`src/hdl/adcr_consts.svh`:
```
/*
 * Timing counts and field constants for the parallel readout ADC control block.
 * Assumes a 40 MHz ref_clk; all times are converted to whole cycles here.
 */
// Summary of operation
// - After partial sleep the converter needs at most 20 us to settle before accurate sampling.
// - After full sleep the converter needs at most 500 us to settle before accurate sampling.
// - Valid result data is on the bus no later than 15 ns after the read strobe falls; here result_bus_o updates four ref_clk rising edges later.
// - The bus is released to high impedance within 8 ns after the read strobe rises; here result_bus_o is driven to zero four ref_clk rising edges later.
// - The twelve result outputs are driven only while chip select and read strobe are both asserted; here result_bus_o is driven to zero otherwise.
`ifndef ADCR_CONSTS_SVH
`define ADCR_CONSTS_SVH
`define ADCR_CLK_MHZ 40
`define ADCR_RES_BITS 12
`define ADCR_T_CONV_NS 880
`define ADCR_T_ACQ_NS 120
`define ADCR_T_WAKE_PS_US 20
`define ADCR_T_WAKE_FS_US 500
`define ADCR_CONV_CYC ((`ADCR_T_CONV_NS * `ADCR_CLK_MHZ) / 1000)
`define ADCR_ACQ_CYC ((`ADCR_T_ACQ_NS * `ADCR_CLK_MHZ + 999) / 1000)
`define ADCR_WAKE_PS_CYC (`ADCR_T_WAKE_PS_US * `ADCR_CLK_MHZ)
`define ADCR_WAKE_FS_CYC (`ADCR_T_WAKE_FS_US * `ADCR_CLK_MHZ)
`define ADCR_CNT_W 16
`endif

```
`src/hdl/adcr_pkg.sv`:
```
/*
 * Types for the parallel readout ADC control block.
 * Assumes adcr_consts.svh is available on the include path.
 */
`default_nettype none
`include "adcr_consts.svh"
package adcr_pkg;
    typedef logic [`ADCR_RES_BITS-1:0] adcr_word_t;
    typedef enum logic [1:0] {
        ADCR_IDLE = 2'b00,
        ADCR_CONV = 2'b01,
        ADCR_WAKE = 2'b10
    } adcr_state_t;
    typedef enum logic [1:0] {
        ADCR_AWAKE = 2'b00,
        ADCR_PSLEEP = 2'b01,
        ADCR_FSLEEP = 2'b10
    } adcr_sleep_t;
endpackage : adcr_pkg
`default_nettype wire

```
`src/hdl/adcr_top.sv`:
```
/*
 * Conversion, sleep wake-up and parallel readout sequencing of a 12-bit SAR ADC.
 * Assumes host strobes are asynchronous pins and the SAR core delivers sample_code
 * as straight binary; a two-entry buffer holds results so a slow reader loses none.
 */
`default_nettype none
`include "adcr_consts.svh"
module adcr_top (
    input wire logic ref_clk,
    input wire logic rst_n,
    input wire logic clk_en,
    input wire logic conversion_start_n,
    input wire logic cs_n,
    input wire logic rd_n,
    input wire logic sleep_req,
    input wire logic sleep_full,
    input wire adcr_pkg::adcr_word_t sample_code,
    output logic busy,
    output logic settled,
    output logic result_ready,
    output adcr_pkg::adcr_word_t result_bus_o,
    output logic result_bus_oe,
    output logic result_pending
);
    import adcr_pkg::*;

    // ****************************************
    // State
    // ****************************************
    typedef struct packed {
        logic [1:0] cs_s1;
        logic [1:0] cs_s2;
        logic [1:0] rd_s1;
        logic [1:0] rd_s2;
        logic [1:0] cv_s1;
        logic [1:0] cv_s2;
        logic [1:0] sl_s1;
        logic [1:0] sl_s2;
        logic cv_prev;
        logic rd_act_prev;
        adcr_state_t st;
        adcr_sleep_t sleep;
        logic [`ADCR_CNT_W-1:0] cnt;
        logic [`ADCR_CNT_W-1:0] wake_cnt;
        logic settled;
        adcr_word_t [1:0] buf_data;
        logic [1:0] buf_vld;
        logic buf_wr;
        logic buf_rd;
        adcr_word_t out_data;
        logic out_oe;
    } adcr_regs_t;

    adcr_regs_t state_reg;
    adcr_regs_t state_next;

    logic cv_fall;
    logic rd_active;
    logic rd_end;
    logic push_valid;
    logic push_ready;
    logic pop_valid;

    // ****************************************
    // Handshake terms
    // ****************************************
    assign cv_fall = state_reg.cv_prev & ~state_reg.cv_s2[0];
    assign rd_active = ~state_reg.cs_s2[0] & ~state_reg.rd_s2[0];
    assign rd_end = state_reg.rd_act_prev & ~rd_active;
    assign push_ready = ~state_reg.buf_vld[state_reg.buf_wr];
    assign pop_valid = state_reg.buf_vld[state_reg.buf_rd];
    assign push_valid = (state_reg.st == ADCR_CONV) && (state_reg.cnt == `ADCR_CNT_W'(1));

    // ****************************************
    // Next state
    // ****************************************
    always_comb begin
        state_next = state_reg;
        state_next.cs_s1 = {state_reg.cs_s1[0], cs_n};
        state_next.cs_s2 = {state_reg.cs_s2[0], state_reg.cs_s1[1]};
        state_next.rd_s1 = {state_reg.rd_s1[0], rd_n};
        state_next.rd_s2 = {state_reg.rd_s2[0], state_reg.rd_s1[1]};
        state_next.cv_s1 = {state_reg.cv_s1[0], conversion_start_n};
        state_next.cv_s2 = {state_reg.cv_s2[0], state_reg.cv_s1[1]};
        state_next.sl_s1 = {sleep_full, sleep_req};
        state_next.sl_s2 = state_reg.sl_s1;
        state_next.cv_prev = state_reg.cv_s2[0];
        state_next.rd_act_prev = rd_active;
        if (state_reg.wake_cnt != '0) begin
            state_next.wake_cnt = state_reg.wake_cnt - `ADCR_CNT_W'(1);
        end
        if (state_reg.wake_cnt == `ADCR_CNT_W'(1)) begin
            state_next.settled = 1'b1;
        end
        case (state_reg.st)
            ADCR_IDLE: begin
                if (cv_fall && push_ready) begin
                    state_next.st = ADCR_CONV;
                    state_next.cnt = `ADCR_CNT_W'(`ADCR_CONV_CYC);
                end else if (state_reg.sl_s2[0] && (state_reg.wake_cnt == '0)) begin
                    state_next.sleep = state_reg.sl_s2[1] ? ADCR_FSLEEP : ADCR_PSLEEP;
                    state_next.settled = 1'b0;
                end else if (state_reg.sleep != ADCR_AWAKE) begin
                    state_next.st = ADCR_WAKE;
                    state_next.wake_cnt = (state_reg.sleep == ADCR_FSLEEP) ?
                        `ADCR_CNT_W'(`ADCR_WAKE_FS_CYC) : `ADCR_CNT_W'(`ADCR_WAKE_PS_CYC);
                    state_next.sleep = ADCR_AWAKE;
                end
            end
            ADCR_CONV: begin
                state_next.cnt = state_reg.cnt - `ADCR_CNT_W'(1);
                if (push_valid) begin
                    state_next.st = ADCR_IDLE;
                end
            end
            ADCR_WAKE: begin
                if (cv_fall && push_ready) begin
                    state_next.st = ADCR_CONV;
                    state_next.cnt = `ADCR_CNT_W'(`ADCR_CONV_CYC);
                end else if (state_reg.wake_cnt == `ADCR_CNT_W'(1)) begin
                    state_next.st = ADCR_IDLE;
                end
            end
            default: begin
                state_next.st = ADCR_IDLE;
            end
        endcase
        if (push_valid && push_ready) begin
            state_next.buf_data[state_reg.buf_wr] = sample_code;
            state_next.buf_vld[state_reg.buf_wr] = 1'b1;
            state_next.buf_wr = ~state_reg.buf_wr;
        end
        if (rd_active && pop_valid && !state_reg.rd_act_prev) begin
            state_next.out_data = state_reg.buf_data[state_reg.buf_rd];
        end
        if (rd_end && pop_valid) begin
            state_next.buf_vld[state_reg.buf_rd] = 1'b0;
            state_next.buf_rd = ~state_reg.buf_rd;
        end
        state_next.out_oe = rd_active;
    end

    always_ff @(posedge ref_clk or negedge rst_n) begin
        if (!rst_n) begin
            state_reg <= '{cs_s1: 2'h3, cs_s2: 2'h3, rd_s1: 2'h3, rd_s2: 2'h3,
                           cv_s1: 2'h3, cv_s2: 2'h3, cv_prev: 1'b1, st: ADCR_IDLE,
                           sleep: ADCR_AWAKE, settled: 1'b1, default: '0};
        end else if (clk_en) begin
            state_reg <= state_next;
        end
    end

    // ****************************************
    // Outputs
    // ****************************************
    assign busy = (state_reg.st == ADCR_CONV);
    assign settled = state_reg.settled;
    assign result_ready = pop_valid;
    assign result_pending = pop_valid;
    assign result_bus_o = state_reg.out_oe ? state_reg.out_data : '0;
    assign result_bus_oe = state_reg.out_oe;
endmodule : adcr_top
`default_nettype wire

```
`config.mk`:
```
export PLATFORM = sky130hd
export DESIGN_NAME = adcr_top
export DESIGN_NICKNAME = d
export VERILOG_FILES = /design/src/hdl/adcr_pkg.sv /design/src/hdl/adcr_top.sv
export VERILOG_INCLUDE_DIRS = /design/src /design/src/hdl
export SDC_FILE = /design/constraint.sdc
export NUM_CORES = 1
export LEC_CHECK = 0
export BUFFER_PORTS_ARGS = -buffer_cell sky130_fd_sc_hd__buf_2
export CORE_AREA = 2 2 103 105
export DETAILED_ROUTE_END_ITERATION = 6
export DIE_AREA = 0 0 105 107
export PLACE_DENSITY_LB_ADDON = 0.15
export SLEW_MARGIN = 20
export SYNTH_ARGS = -nofsm -noshare
export SYNTH_HDL_FRONTEND = slang
export SYNTH_SLANG_ARGS = --single-unit
```
`constraint.sdc`:
```
create_clock -name ref_clk -period 2.8 [get_ports ref_clk]
set_input_delay 0.28 -clock ref_clk [delete_from_list [all_inputs] [get_ports ref_clk]]
set_output_delay 0.28 -clock ref_clk [all_outputs]
set_load 0.1 [all_outputs]
```
==> results of run 1 <==
[per-stage QoR]
| stage | power [mW] | utilization, % | hold slack (ps) | setup WS [ps] | cells |
|---|---|---|---|---|---|
| finish | 4.49 | 49.3 | 132 | 381 | 571 |
| global route | 4.82 | 49.3 | 126 | 248 | 571 |
| CTS | 4.53 | 49.3 | 118 | 363 | 571 |
| detailed placement | 3.65 | 47.4 | 152 | 397 | 554 |
| global placement | 3.60 | 47.4 | 149 | 448 | 554 |
| floorplan | 3.32 | - | -15.6 | 527 | 391 |
[area by class of cell]
class	instances	area [sq um]	area share [%]
multi-input combinational	275	2010	40.3
clock buffer	11	151	3.04
tap	136	170	3.42
clock inverter	5	33.8	0.678
sequential	92	2320	46.5
timing repair buffer	44	270	5.43
inverter	8	30.0	0.603
[cell families after synthesis]
logic type,after synthesis,share of synthesized area [%]
AO/OA/AOI/OAI,45,6.29
XOR/XNOR,22,4.34
adder cells (fa/ha/maj),4,1.13
buffers and inverters,24,2.59
flip-flops,92,52.2
multiplexers,54,14.0
AND/OR/NAND/NOR,150,19.4
[cells in the mapped netlist, types with 2 or more instances]
library cell / number / area (sq um)
xor2_1: 15 / 131
a211oi_1: 2 / 15.0
or2_2: 2 / 12.5
or4_1: 6 / 45.0
mux2_4: 8 / 120
nor4b_1: 4 / 35.0
nand4_1: 3 / 18.8
nand2b_1: 5 / 31.3
and2_1: 12 / 75.1
mux2_2: 34 / 383
a21o_1: 2 / 15.0
o31ai_1: 5 / 37.5
a31oi_1: 2 / 12.5
buf_1: 3 / 11.3
xnor2_1: 7 / 61.3
nor3_1: 9 / 45.0
inv_1: 8 / 30.0
or3b_2: 2 / 17.5
ha_1: 4 / 50.1
o21ai_0: 20 / 100
and3b_1: 2 / 17.5
dfstp_2: 11 / 289
mux2i_1: 12 / 120
a21oi_1: 8 / 40.0
o2bb2ai_1: 2 / 17.5
nand3b_1: 2 / 15.0
nor4b_2: 2 / 30.0
nor2_1: 42 / 158
nand2_1: 24 / 90.1
dfrtp_1: 81 / 2030
nand4b_1: 3 / 26.3
nand3_1: 8 / 40.0
and3_1: 4 / 25.0
nor4_1: 9 / 56.3
buf_4: 2 / 15.0
clkbuf_1: 9 / 33.8
[worst paths after layout]
check | startpoint | slack (ps) | end
max | state_reg[61] | 380 | state_reg[30]
min | rd_n | 130 | state_next[91]
max reg2reg | state_reg[61] | 380 | state_reg[30]
min reg2reg | state_reg[10] | 480 | state_reg[10]
max in group asynchronous | rst_n | 1810 | settled
min in group asynchronous | rst_n | 300 | state_reg[12]
[power groups by stage]
stage                     combinational (mW)  clock (mW)  sequential (mW)
after floorplan                         1.20           0             2.12
after global placement                  1.45           0             2.15
after detailed placement                1.49           0             2.16
after CTS                               1.49       0.888             2.14
after global routing                    1.65       0.942             2.23
final                                   1.48       0.864             2.15
[routing by layer]
layer  track usage [%]  wire length (microns)
met2              26.0                   3750
met3              3.47                    332
met1              22.2                   4130
met4              7.43                    167
met5                 0                      0
[worst max-delay path: cells and delay by family (launching register included)]
| family | cells | cell delay (ps) |
|---|---|---|
| buffers and inverters | 1 | 190 |
| DFF | 1 | 470 |
| muxes | 1 | 340 |
| and+or+nand+nor | 4 | 1300 |
==> results.txt, run 1 <==
The detail route stage leaves a number of antenna-violating nets equal to 0. The tool flagged a number of max-cap violations equal to 0. The synthesized design contains 92 register bits. The floorplan step defined a die boundary enclosing 0.0112 sq mm. The critical path is of the reg2reg type.

Fraction of synthesis flops using an asynchronous set or reset pin: 100%. The critical-path cell with the highest stage delay is dfrtp_1. Once the floorplan was initialized, standard cells occupied 44.0% of the core.

The tools report the hold buffer count at CTS as 1. The flow ran to the end, and the final reports show no timing, DRC or antenna violations. The transition time at the pin with the least slew margin works out to 905 ps. TritonCTS built the clock tree. The number of distinct library cells after synthesis is 53, and the number of flops mapped to enable cells by yosys is 0. The post-route clock skew was 11.8 ps. The clock passes through at most 2 buffers.

The wire-length estimate of the detail-placed layout is 5550 microns. The analysis attributes to cell leakage a power of 2.25 nW. The repair_antennas step left the layout with diodes totalling 0.

After the last flow step, the layout net total stands at 454. CTS built an H-tree with a depth of 3. The share of the cycle needed by the critical path after routing was 86.4%.

The setup violation total in the final timing report is 0, and the count of input and output buffers is 36. The most used flip-flop cell after synthesis is dfrtp_1. In this run switching power makes up 39.7% of total power. For this run, the total global-route usage over all layers was measured as 16.6%. The logs give 52.2% for the fraction of the yosys area taken by sequential cells and 147 for the violation count after the first detailed-route iteration. Most common library cell in the layout ignoring fill and taps: dfrtp_1. Measured against its own limit, the worst slew margin works out to 39.3%. Before antenna repair, the detailed router went through 4 iterations.

The worst setup path is launched from a flip-flop. The sort of element at the end of the critical path is a flip-flop. Power density over the cells: 902 mW/mm^2.

Dividing the detail-routed wire length by the instance count gives 14.7 microns. Final critical path time including I/O delays and setup: 2420 ps. For the worst setup path, the data required time is 3060 ps. The number of antenna violations at the first check in global routing is 0. The relative contribution of sequential cells to total power was 47.8%. The number of inserted filler cells in the final layout was 960; the area of all placed cells without fillers was 0.00498 sq mm. The vertical die dimension was 107 microns.

Of all nets on the critical path, the largest fanout is 11. The placement row count came out at 37. Net count after synthesis: 415. The run gives 2998 as the vias after detailed routing. The number of flip-flops in the largest register is 79, and the via count of the first global-routing pass is 3020. Across the VDD grid, the largest voltage drop is 0.387 mV. The number of remaining DRC errors was 0. The clock net in this run drives a total of 92 sinks.

The final layout contains routed wiring with a total length of 8380 microns. The area added between synthesis and finish is 12.2%. The combinational group share of total power was 33.0%. The I/O pin count was 37; the power dissipated by switching net loads was 1.78 mW. Number of slew-limit violations in the final report: 0. The kind of path behind the tightest hold check is in2reg. After floorplanning, the core was sized to cover 0.0101 sq mm.

Synthesis produced a netlist whose cell count is 391. STA puts the critical path data arrival time at 2680 ps. The later pin in the worst-skew pair is clocked with a latency of 380 ps.

The mean cell area of the mapped netlist came out at 11.4 sq um. The number of setup buffers added after CTS is 0. The run gives 0.825 as the global placement routability congestion. The average vias per placed instance is 5.25, and the width of the chip is 105 microns.

For this run the aggregate overflow at the end of global routing stands at 0. The number of instances on the worst hold path came out at 2. After clock tree synthesis, the clock-pin slew on the worst setup and hold paths is 90 ps. The maximum number of pins on one net before global-route repair came out at 79.

The tree is rooted in a clkbuf_8. The share of total power dissipated in the clock network is 19.3%. The number of hold violations in the final report is 0, and the area of the mapped netlist is 0.00444 sq mm. The placed instances occupy a cell area of 0.00478 sq mm.

The fraction of layout cells with a size suffix above 1 was 28.7%; the warning count from the yosys run was 0. On the worst path, the slowest cell contributes a delay of 470 ps. In the layout the commonest cells are 81 x dfrtp_1, 42 x nor2_1, 35 x buf_2, 34 x mux2_2, 24 x nand2_1. The signal on the critical path passes through nor4_4 -> nand3_2 -> or3_4 -> nor3b_4 -> buf_12 -> mux2_2. Setup repair after global routing left no endpoint under its margin. The wire length of the first global-routing pass is 14700 microns, and the TritonCTS buffer count is 9. The internal power of the cells totals 2.71 mW. The depth of the worst register-to-register path was 6.

Summed over all failing endpoints, the final setup total negative slack is 0 ps. Gates resized during post-CTS repair numbered 0. Timing would allow up to 413 MHz.
Note: power is estimated with default switching activity, not from simulation.
==> run 2: changes to the inputs <==
==> constraint.sdc (replaced) <==
create_clock -name ref_clk -period 2.8 [get_ports ref_clk]
set_input_delay 0.56 -clock ref_clk [delete_from_list [all_inputs] [get_ports ref_clk]]
set_output_delay 0.56 -clock ref_clk [all_outputs]
set_load 0.1 [all_outputs]
==> run 2 against run 1 <==
Register-to-register slack barely moved; worst setup slack improved by 11 ps; non-clock buffer count rose by 2; combinational power barely moved; final cell count rose by 0.35%; power rose by 0.76%; critical path type unchanged; worst hold slack improved by 100 ps.
==> results.txt, run 2 (synthesized netlist as in run 1, its figures left out) <==
The core outline area was 0.0101 sq mm (unchanged). The area enclosed by the die boundary is 0.0112 sq mm (unchanged), and the average vias per placed instance is 5.18 (was 5.25). The logs give 2.78 mW (was 2.71 mW) for the internal power and 0 (unchanged) for the setup violation total in the final timing report. The run gives 0 (unchanged) as the post-cts repair resize count.

The run gives 0 (unchanged) as the number of remaining DRC errors. Highest-count cells in the layout ignoring fill and taps: 81 x dfrtp_1, 42 x nor2_1, 35 x buf_2, 34 x mux2_2, 24 x nand2_1 (unchanged). For the overflow left after global routing, the log shows 0 (unchanged).

The tools report the I/O pin count as 37 (unchanged). Vertical die dimension: 107 microns (unchanged). The tools report the insertion delay of the later-clocked pin in the worst-skew pair as 360 ps (was 380 ps). The tools report the starting density of the core as 44.0% (unchanged). The cell area after placement was 0.00479 sq mm (was 0.00478 sq mm); the number of flip-flops in the largest register was 79 (unchanged). The count of H-tree levels built during CTS is 3 (unchanged), and the core utilization of the finished layout is 49.4% (was 49.3%). Worst hold slack across all endpoints: 232 ps (was 132 ps).

The proportion of total power due to net switching was 38.6% (was 39.7%); the count of input and output buffers was 36 (unchanged). Setup repair after global routing left no endpoint under its margin. For the overall global routing resource usage, the log shows 15.9% (was 16.6%). The tools report the area of all placed cells without fillers as 0.00499 sq mm (was 0.00498 sq mm). Wire length of the first global-routing pass: 14200 microns (was 14700 microns). The maximum number of pins on one net before global-route repair is 51 (was 79), and the final standard cell count with taps included and fillers excluded is 573 (was 571).

The post-route clock skew was 9.79 ps (was 11.8 ps); the maximum VDD drop was 0.423 mV (was 0.387 mV). The power density over the cells came out at 907 mW/mm^2 (was 902 mW/mm^2). The tools report the achievable frequency as 415 MHz (was 413 MHz).

The run finished with clean final reports. The met3 capacity usage during global routing was 2.98% (was 3.47%). The startpoint class of the critical path was a flip-flop (unchanged). The final-stage net count was 456 (was 454). The most used routing layer in global routing is met2 (unchanged). The placed cell count is 557 (was 554).

The total inserted antenna cells is 0 (unchanged). The logs give 2937 (was 3020) for the via count of the first global-routing pass and 56.4% (was 39.3%) for the worst slew slack as a fraction of its limit. The run gives 0 ps (unchanged) as the total negative slack. Fraction of power consumed by the clock network: 19.8% (was 19.3%). The tools report the number of slew-limit violations in the final report as 0 (unchanged). The average wire per standard cell works out to 14.5 microns (was 14.7 microns). Sort of element at the end of the critical path: a flip-flop (unchanged). The kind of path behind the tightest hold check was in2async (was in2reg). For the placement row count, the log shows 37 (unchanged). The transition time at the pin with the least slew margin works out to 654 ps (was 905 ps). Critical setup path kind: reg2reg (unchanged).

The run gives 9 (unchanged) as the TritonCTS buffer count. The relative contribution of sequential cells to total power is 47.4% (was 47.8%). The run gives 119 (was 147) as the violation count after the first detailed-route iteration. The largest fanout of any net on the critical path is 14 (was 11), and the global placement routability congestion is 0.836 (was 0.825). Worst setup slack for register-to-register paths: 390 ps (was 380 ps). The number of hold violations in the final report came out at 0 (unchanged). TritonCTS built the clock tree. The tools report the global-route track usage on met1 as 21.3% (was 22.2%).

The clock transition time at the flip-flop clock pins of the worst setup and hold paths was 80 ps (was 90 ps); the power dissipated by switching net loads was 1.74 mW (was 1.78 mW). The tools report the required time of the critical path as 3040 ps (was 3060 ps). The final antenna-violating net count is 0 (unchanged), and the final critical path time including I/O delays and setup is 2410 ps (was 2420 ps). The final wirelength is 8300 microns (was 8380 microns). The share of the cycle needed by the critical path after routing was 86.0% (was 86.4%).

The worst endpoint data arrival time is 2650 ps (was 2680 ps). The hold buffer count at CTS is 0 (was 1). The width of the chip is 105 microns (unchanged).

The vias after detailed routing was 2967 (was 2998); the fraction of layout cells with a size suffix above 1 was 28.8% (was 28.7%). The count of buffers added by post-CTS timing repair for setup came out at 0 (unchanged). The area added between synthesis and finish was 12.4% (was 12.2%).

The most common library cell in the layout ignoring fill and taps is dfrtp_1 (unchanged). The number of max-cap violations is 0 (unchanged), and the combinational group share of total power is 32.9% (was 33.0%). The number of antenna violations at the first check in global routing was 0 (unchanged); the clock net sink count was 92 (unchanged). The post-detailed-placement half-perimeter wirelength was 5620 microns (was 5550 microns); the total iterations of the first detailed-routing run was 4 (unchanged).

The global routing usage on met2 was 24.7% (was 26.0%). The clock root buffer was clkbuf_8 (unchanged). The leakage power of the design came out at 2.25 nW (about the same). The maximum count of clock buffers along a single path was 2 (unchanged).
==> run 2: changes by cell type in the layout (fill, tap and decap cells not counted), sizes merged <==
| cell | change |
|---|---|
| inv | -1 |
| clkbuf | +2 |
| clkinv | -2 |
| bufinv | +1 |
| dlygate4sd3 | -1 |
| buf | +3 |
==> run 2: metal layers <==
metal / wire, microns / share of wire [%] / up-vias
li1: - / - / 1454
met1: 4010 / 48 / 1443
met2: 3790 / 46 / 55
met3: 304 / 3.7 / 15
met4: 200 / 2.4 / 0
met5: 0 / 0 / -
==> run 2: area by class of cell <==
cell class	count	area (sq um)
inverters	8	30.0
clock buffers	13	149
well taps	136	170
repair buffers	46	270
multi-input cells	275	2010
flip-flops and latches	92	2320
clock inverters	3	46.3
fillers	955	5100
==> run 2: critical path: stages (launching register included) <==
cell and delay [ps]:
dfrtp_1 470, nor4_4 390, nand3_2 180, or3_4 460, nor3b_4 170, buf_4 270
mux2_2 360
==> run 2: power groups by stage <==
stage / Combinational, mW / Sequential (mW) / Clock (mW)
after floorplan: 1.20 / 2.12 / 0
after global placement: 1.46 / 2.15 / 0
after detailed placement: 1.50 / 2.16 / 0
after CTS: 1.50 / 2.14 / 0.935
after global routing: 1.64 / 2.22 / 0.989
final: 1.49 / 2.14 / 0.894
==> run 2: stage by stage <==
stage	total power, mW	setup WS (ps)
2_1_floorplan	3.32	247
3_3_place_gp	3.61	456
3_5_place_dp	3.66	382
4_1_cts	4.58	358
5_1_grt	4.85	191
6_report	4.52	392
==> run 2: path summary, 6_finish.rpt <==
check,depth (start not counted),startpoint,to
max,6,state_reg[61],state_reg[40]
min,1,rst_n,state_reg[12]
max reg2reg,6,state_reg[61],state_reg[40]
min reg2reg,2,state_reg[9],state_reg[9]
max in group asynchronous,2,rst_n,state_next[88]
min in group ref_clk,2,sleep_req,state_next[80]
==> run 3: changes to the inputs <==
--- a/config.mk
+++ b/config.mk
@@ -7,9 +7,9 @@
 export NUM_CORES = 1
 export LEC_CHECK = 0
 export BUFFER_PORTS_ARGS = -buffer_cell sky130_fd_sc_hd__buf_2
-export CORE_AREA = 2 2 103 105
+export CORE_AREA = 2 2 87 89
 export DETAILED_ROUTE_END_ITERATION = 6
-export DIE_AREA = 0 0 105 107
+export DIE_AREA = 0 0 89 91
 export PLACE_DENSITY_LB_ADDON = 0.15
 export SLEW_MARGIN = 20
 export SYNTH_ARGS = -nofsm -noshare
==> constraint.sdc (replaced) <==
create_clock -name ref_clk -period 2.9 [get_ports ref_clk]
set_input_delay 0.58 -clock ref_clk [delete_from_list [all_inputs] [get_ports ref_clk]]
set_output_delay 0.58 -clock ref_clk [all_outputs]
set_load 0.1 [all_outputs]
==> run 3 against run 2 <==
Sequential power shrank 3%; via count grew 0.51%; worst hold slack lost 30 ps; sequential share of layout area grew 0.49 points; wire length shrank 3.7%; critical path type unchanged; global-route usage grew 5.2 points.
==> results.txt, run 3 (synthesized netlist as in run 1, its figures left out) <==
The most common library cell in the layout ignoring fill and taps is dfrtp_1 (unchanged). The fraction of layout cells with a size suffix above 1 works out to 28.9% (was 28.8%). The logs give 2.25 nW (about the same) for the leakage power of the design and 2730 ps (was 2650 ps) for the worst endpoint data arrival time. Number of remaining DRC errors: 0 (unchanged). Clock net sink count: 92 (unchanged).

The average wire per standard cell came out at 14.9 microns (was 14.5 microns). The width of the chip was 89 microns (was 105 microns); the depth of the worst register-to-register path was 7 (was 6). The startpoint class of the critical path is a flip-flop (unchanged). The vias after detailed routing came out at 2982 (was 2967). The worst setup slack for register-to-register paths was 400 ps (was 390 ps); the number of max-cap violations was 0 (unchanged).

Highest-count cells in the layout ignoring fill and taps: 81 x dfrtp_1, 42 x nor2_1, 35 x buf_2, 34 x mux2_2, 24 x nand2_1 (unchanged). The final standard cell count with taps included and fillers excluded was 535 (was 573); the required time of the critical path was 3120 ps (was 3040 ps). The critical register-to-register path endpoint is state_reg[56] (was state_reg[40]). Setup repair after global routing left no endpoint under its margin. The critical setup path kind was reg2reg (unchanged). The post-route clock skew came out at 12.4 ps (was 9.79 ps). The tools report the violation count after the first detailed-route iteration as 120 (was 119). The total negative slack came out at 0 ps (unchanged).

The tools report the maximum number of pins on one net before global-route repair as 44 (was 51). The highest cell delay on the worst timing path was 500 ps (was 470 ps); the maximum VDD drop was 0.609 mV (was 0.423 mV). The run gives 8000 microns (was 8300 microns) as the final wirelength.

The starting density of the core is 62.2% (was 44.0%). The tools report the total iterations of the first detailed-routing run as 4 (unchanged). The tools report the placed cell count as 519 (was 557). The overflow left after global routing is 0 (unchanged).

Final critical path time including I/O delays and setup: 2500 ps (was 2410 ps). The number of flip-flops in the largest register is 79 (unchanged), and the insertion delay of the later-clocked pin in the worst-skew pair is 360 ps (about the same). The run gives 0 (unchanged) as the total inserted antenna cells.

Internal power: 2.68 mW (was 2.78 mW). The fraction of power consumed by the clock network is 19.7% (was 19.8%), and the number of slew-limit violations in the final report is 0 (unchanged). The critical-path cell with the highest stage delay was or3b_2 (was dfrtp_1).

The run gives 0 (unchanged) as the final antenna-violating net count. The area added between synthesis and finish was 11.2% (was 12.4%). The area enclosed by the die boundary came out at 0.00810 sq mm (was 0.0112 sq mm). For the post-cts repair resize count, the log shows 0 (unchanged). The proportion of total power due to net switching is 38.9% (was 38.6%), and the vertical die dimension is 91 microns (was 107 microns). Count of input and output buffers: 36 (unchanged). The average vias per placed instance was 5.57 (was 5.18).

The transition time at the pin with the least slew margin is 563 ps (was 654 ps). The logs give 0 (unchanged) for the setup violation total in the final timing report and 0 (unchanged) for the count of buffers added by post-CTS timing repair for setup. Uppermost metal layer occupied by signal nets: met4 (unchanged).

The met1 layer wirelength in the final routing came out at 3960 microns (was 4010 microns). The run finished with clean final reports. The power dissipated by switching net loads was 1.71 mW (was 1.74 mW); the combinational group share of total power was 32.9% (about the same).

The logs give 234 microns (was 304 microns) for the met3 layer wire length in the routed design and 0 (unchanged) for the hold buffer count at CTS. The global placement routability congestion came out at 0.822 (was 0.836). Kind of path behind the tightest hold check: in2async (unchanged). The post-detailed-placement half-perimeter wirelength is 5580 microns (was 5620 microns), and the achievable frequency is 400 MHz (was 415 MHz).

The maximum count of clock buffers along a single path came out at 2 (unchanged). The placement row count is 31 (was 37). The tools report the clock root buffer as clkbuf_8 (unchanged). Wire length of the first global-routing pass: 13500 microns (was 14200 microns). TritonCTS built the clock tree.

The reg-to-reg critical path startpoint was state_reg[42] (was state_reg[61]). The share of the cycle needed by the critical path after routing is 86.3% (was 86.0%). The largest fanout of any net on the critical path is 5 (was 14), and the final-stage net count is 455 (was 456). The met2 routed wirelength was 3660 microns (was 3790 microns); the number of antenna violations at the first check in global routing was 0 (unchanged). The core outline area is 0.00714 sq mm (was 0.0101 sq mm), and the count of H-tree levels built during CTS is 3 (unchanged). Sort of element at the end of the critical path: a flip-flop (unchanged).

TritonCTS buffer count: 9 (unchanged). Cell breakdown of the critical path: inv_1 -> ha_1 -> or3b_2 -> nor3_1 -> nor4b_1 -> o21ai_0 -> o2bb2ai_1 (was nor4_4 -> nand3_2 -> or3_4 -> nor3b_4 -> buf_4 -> mux2_2). Worst slew slack as a fraction of its limit: 62.5% (was 56.4%).

For the I/O pin count, the log shows 37 (unchanged). The clock transition time at the flip-flop clock pins of the worst setup and hold paths is 90 ps (was 80 ps). The tools report the relative contribution of sequential cells to total power as 47.4% (about the same). The via count of the first global-routing pass is 2910 (was 2937).

Overall global routing resource usage: 21.2% (was 15.9%). Number of hold violations in the final report: 0 (unchanged). The power density over the cells was 889 mW/mm^2 (was 907 mW/mm^2).
## run 3: changes by cell type in the layout (fill, tap and decap cells not counted)
cell,before,now
clkbuf_1,3,2
buf_4,10,9
clkinv_2,0,1
## run 3: metal layers
metal  vias to the layer above  track usage [%]
met3                        13             4.45
met5                         -                0
li1                       1458                -
met1                      1462             30.9
met4                         0             7.71
met2                        49             31.3
## run 3: power by group through the flow
stage,Clock (mW),Combinational (mW),Sequential (mW)
finish,0.864,1.44,2.08
global route,0.944,1.59,2.14
CTS,0.880,1.46,2.07
detailed placement,0,1.45,2.09
global placement,0,1.40,2.08
floorplan,0,1.15,2.05
## run 3: final cells by class
cell class / instances / area (sq um)
repair buffers: 45 / 263
inverters: 8 / 30.0
fillers: 596 / 2200
multi-input cells: 275 / 2010
clock buffers: 12 / 145
flip-flops and latches: 92 / 2320
well taps: 99 / 124
clock inverters: 4 / 51.3
## run 3: through the flow
step / worst slack (ps) / hold slack [ps] / area (sq um) / total power, mW / util [%]
finish: 398 / 202 / 4940 / 4.39 / 69.2
global route: 233 / 234 / 4940 / 4.67 / 69.2
CTS: 409 / 212 / 4940 / 4.41 / 69.2
detailed placement: 426 / 463 / 4740 / 3.55 / 66.4
global placement: 513 / 454 / 4740 / 3.47 / 66.4
floorplan: 327 / 284 / 4440 / 3.20 / -
## run 3: worst max path at each step
| stage | from | to | slack (ps) |
|---|---|---|---|
| floorplan | result_bus_oe | result_bus_o[10] | 330 |
| global placement | clk_en | state_reg[31] | 510 |
| detailed placement | state_reg[42] | state_reg[56] | 430 |
| CTS | state_reg[42] | state_reg[56] | 410 |
| global route | state_reg[42] | state_reg[56] | 230 |
| finish | state_reg[42] | state_reg[56] | 400 |
## run 3: worst max-delay path: cells and delay by family (launching register included)
| family | cells | cell delay [ps] |
|---|---|---|
| and+or+nand+nor | 3 | 1370 |
| adders and majority gates | 1 | 190 |
| AOI/OAI and AO/OA | 2 | 280 |
| DFF | 1 | 440 |
| buffers and inverters | 1 | 80 |
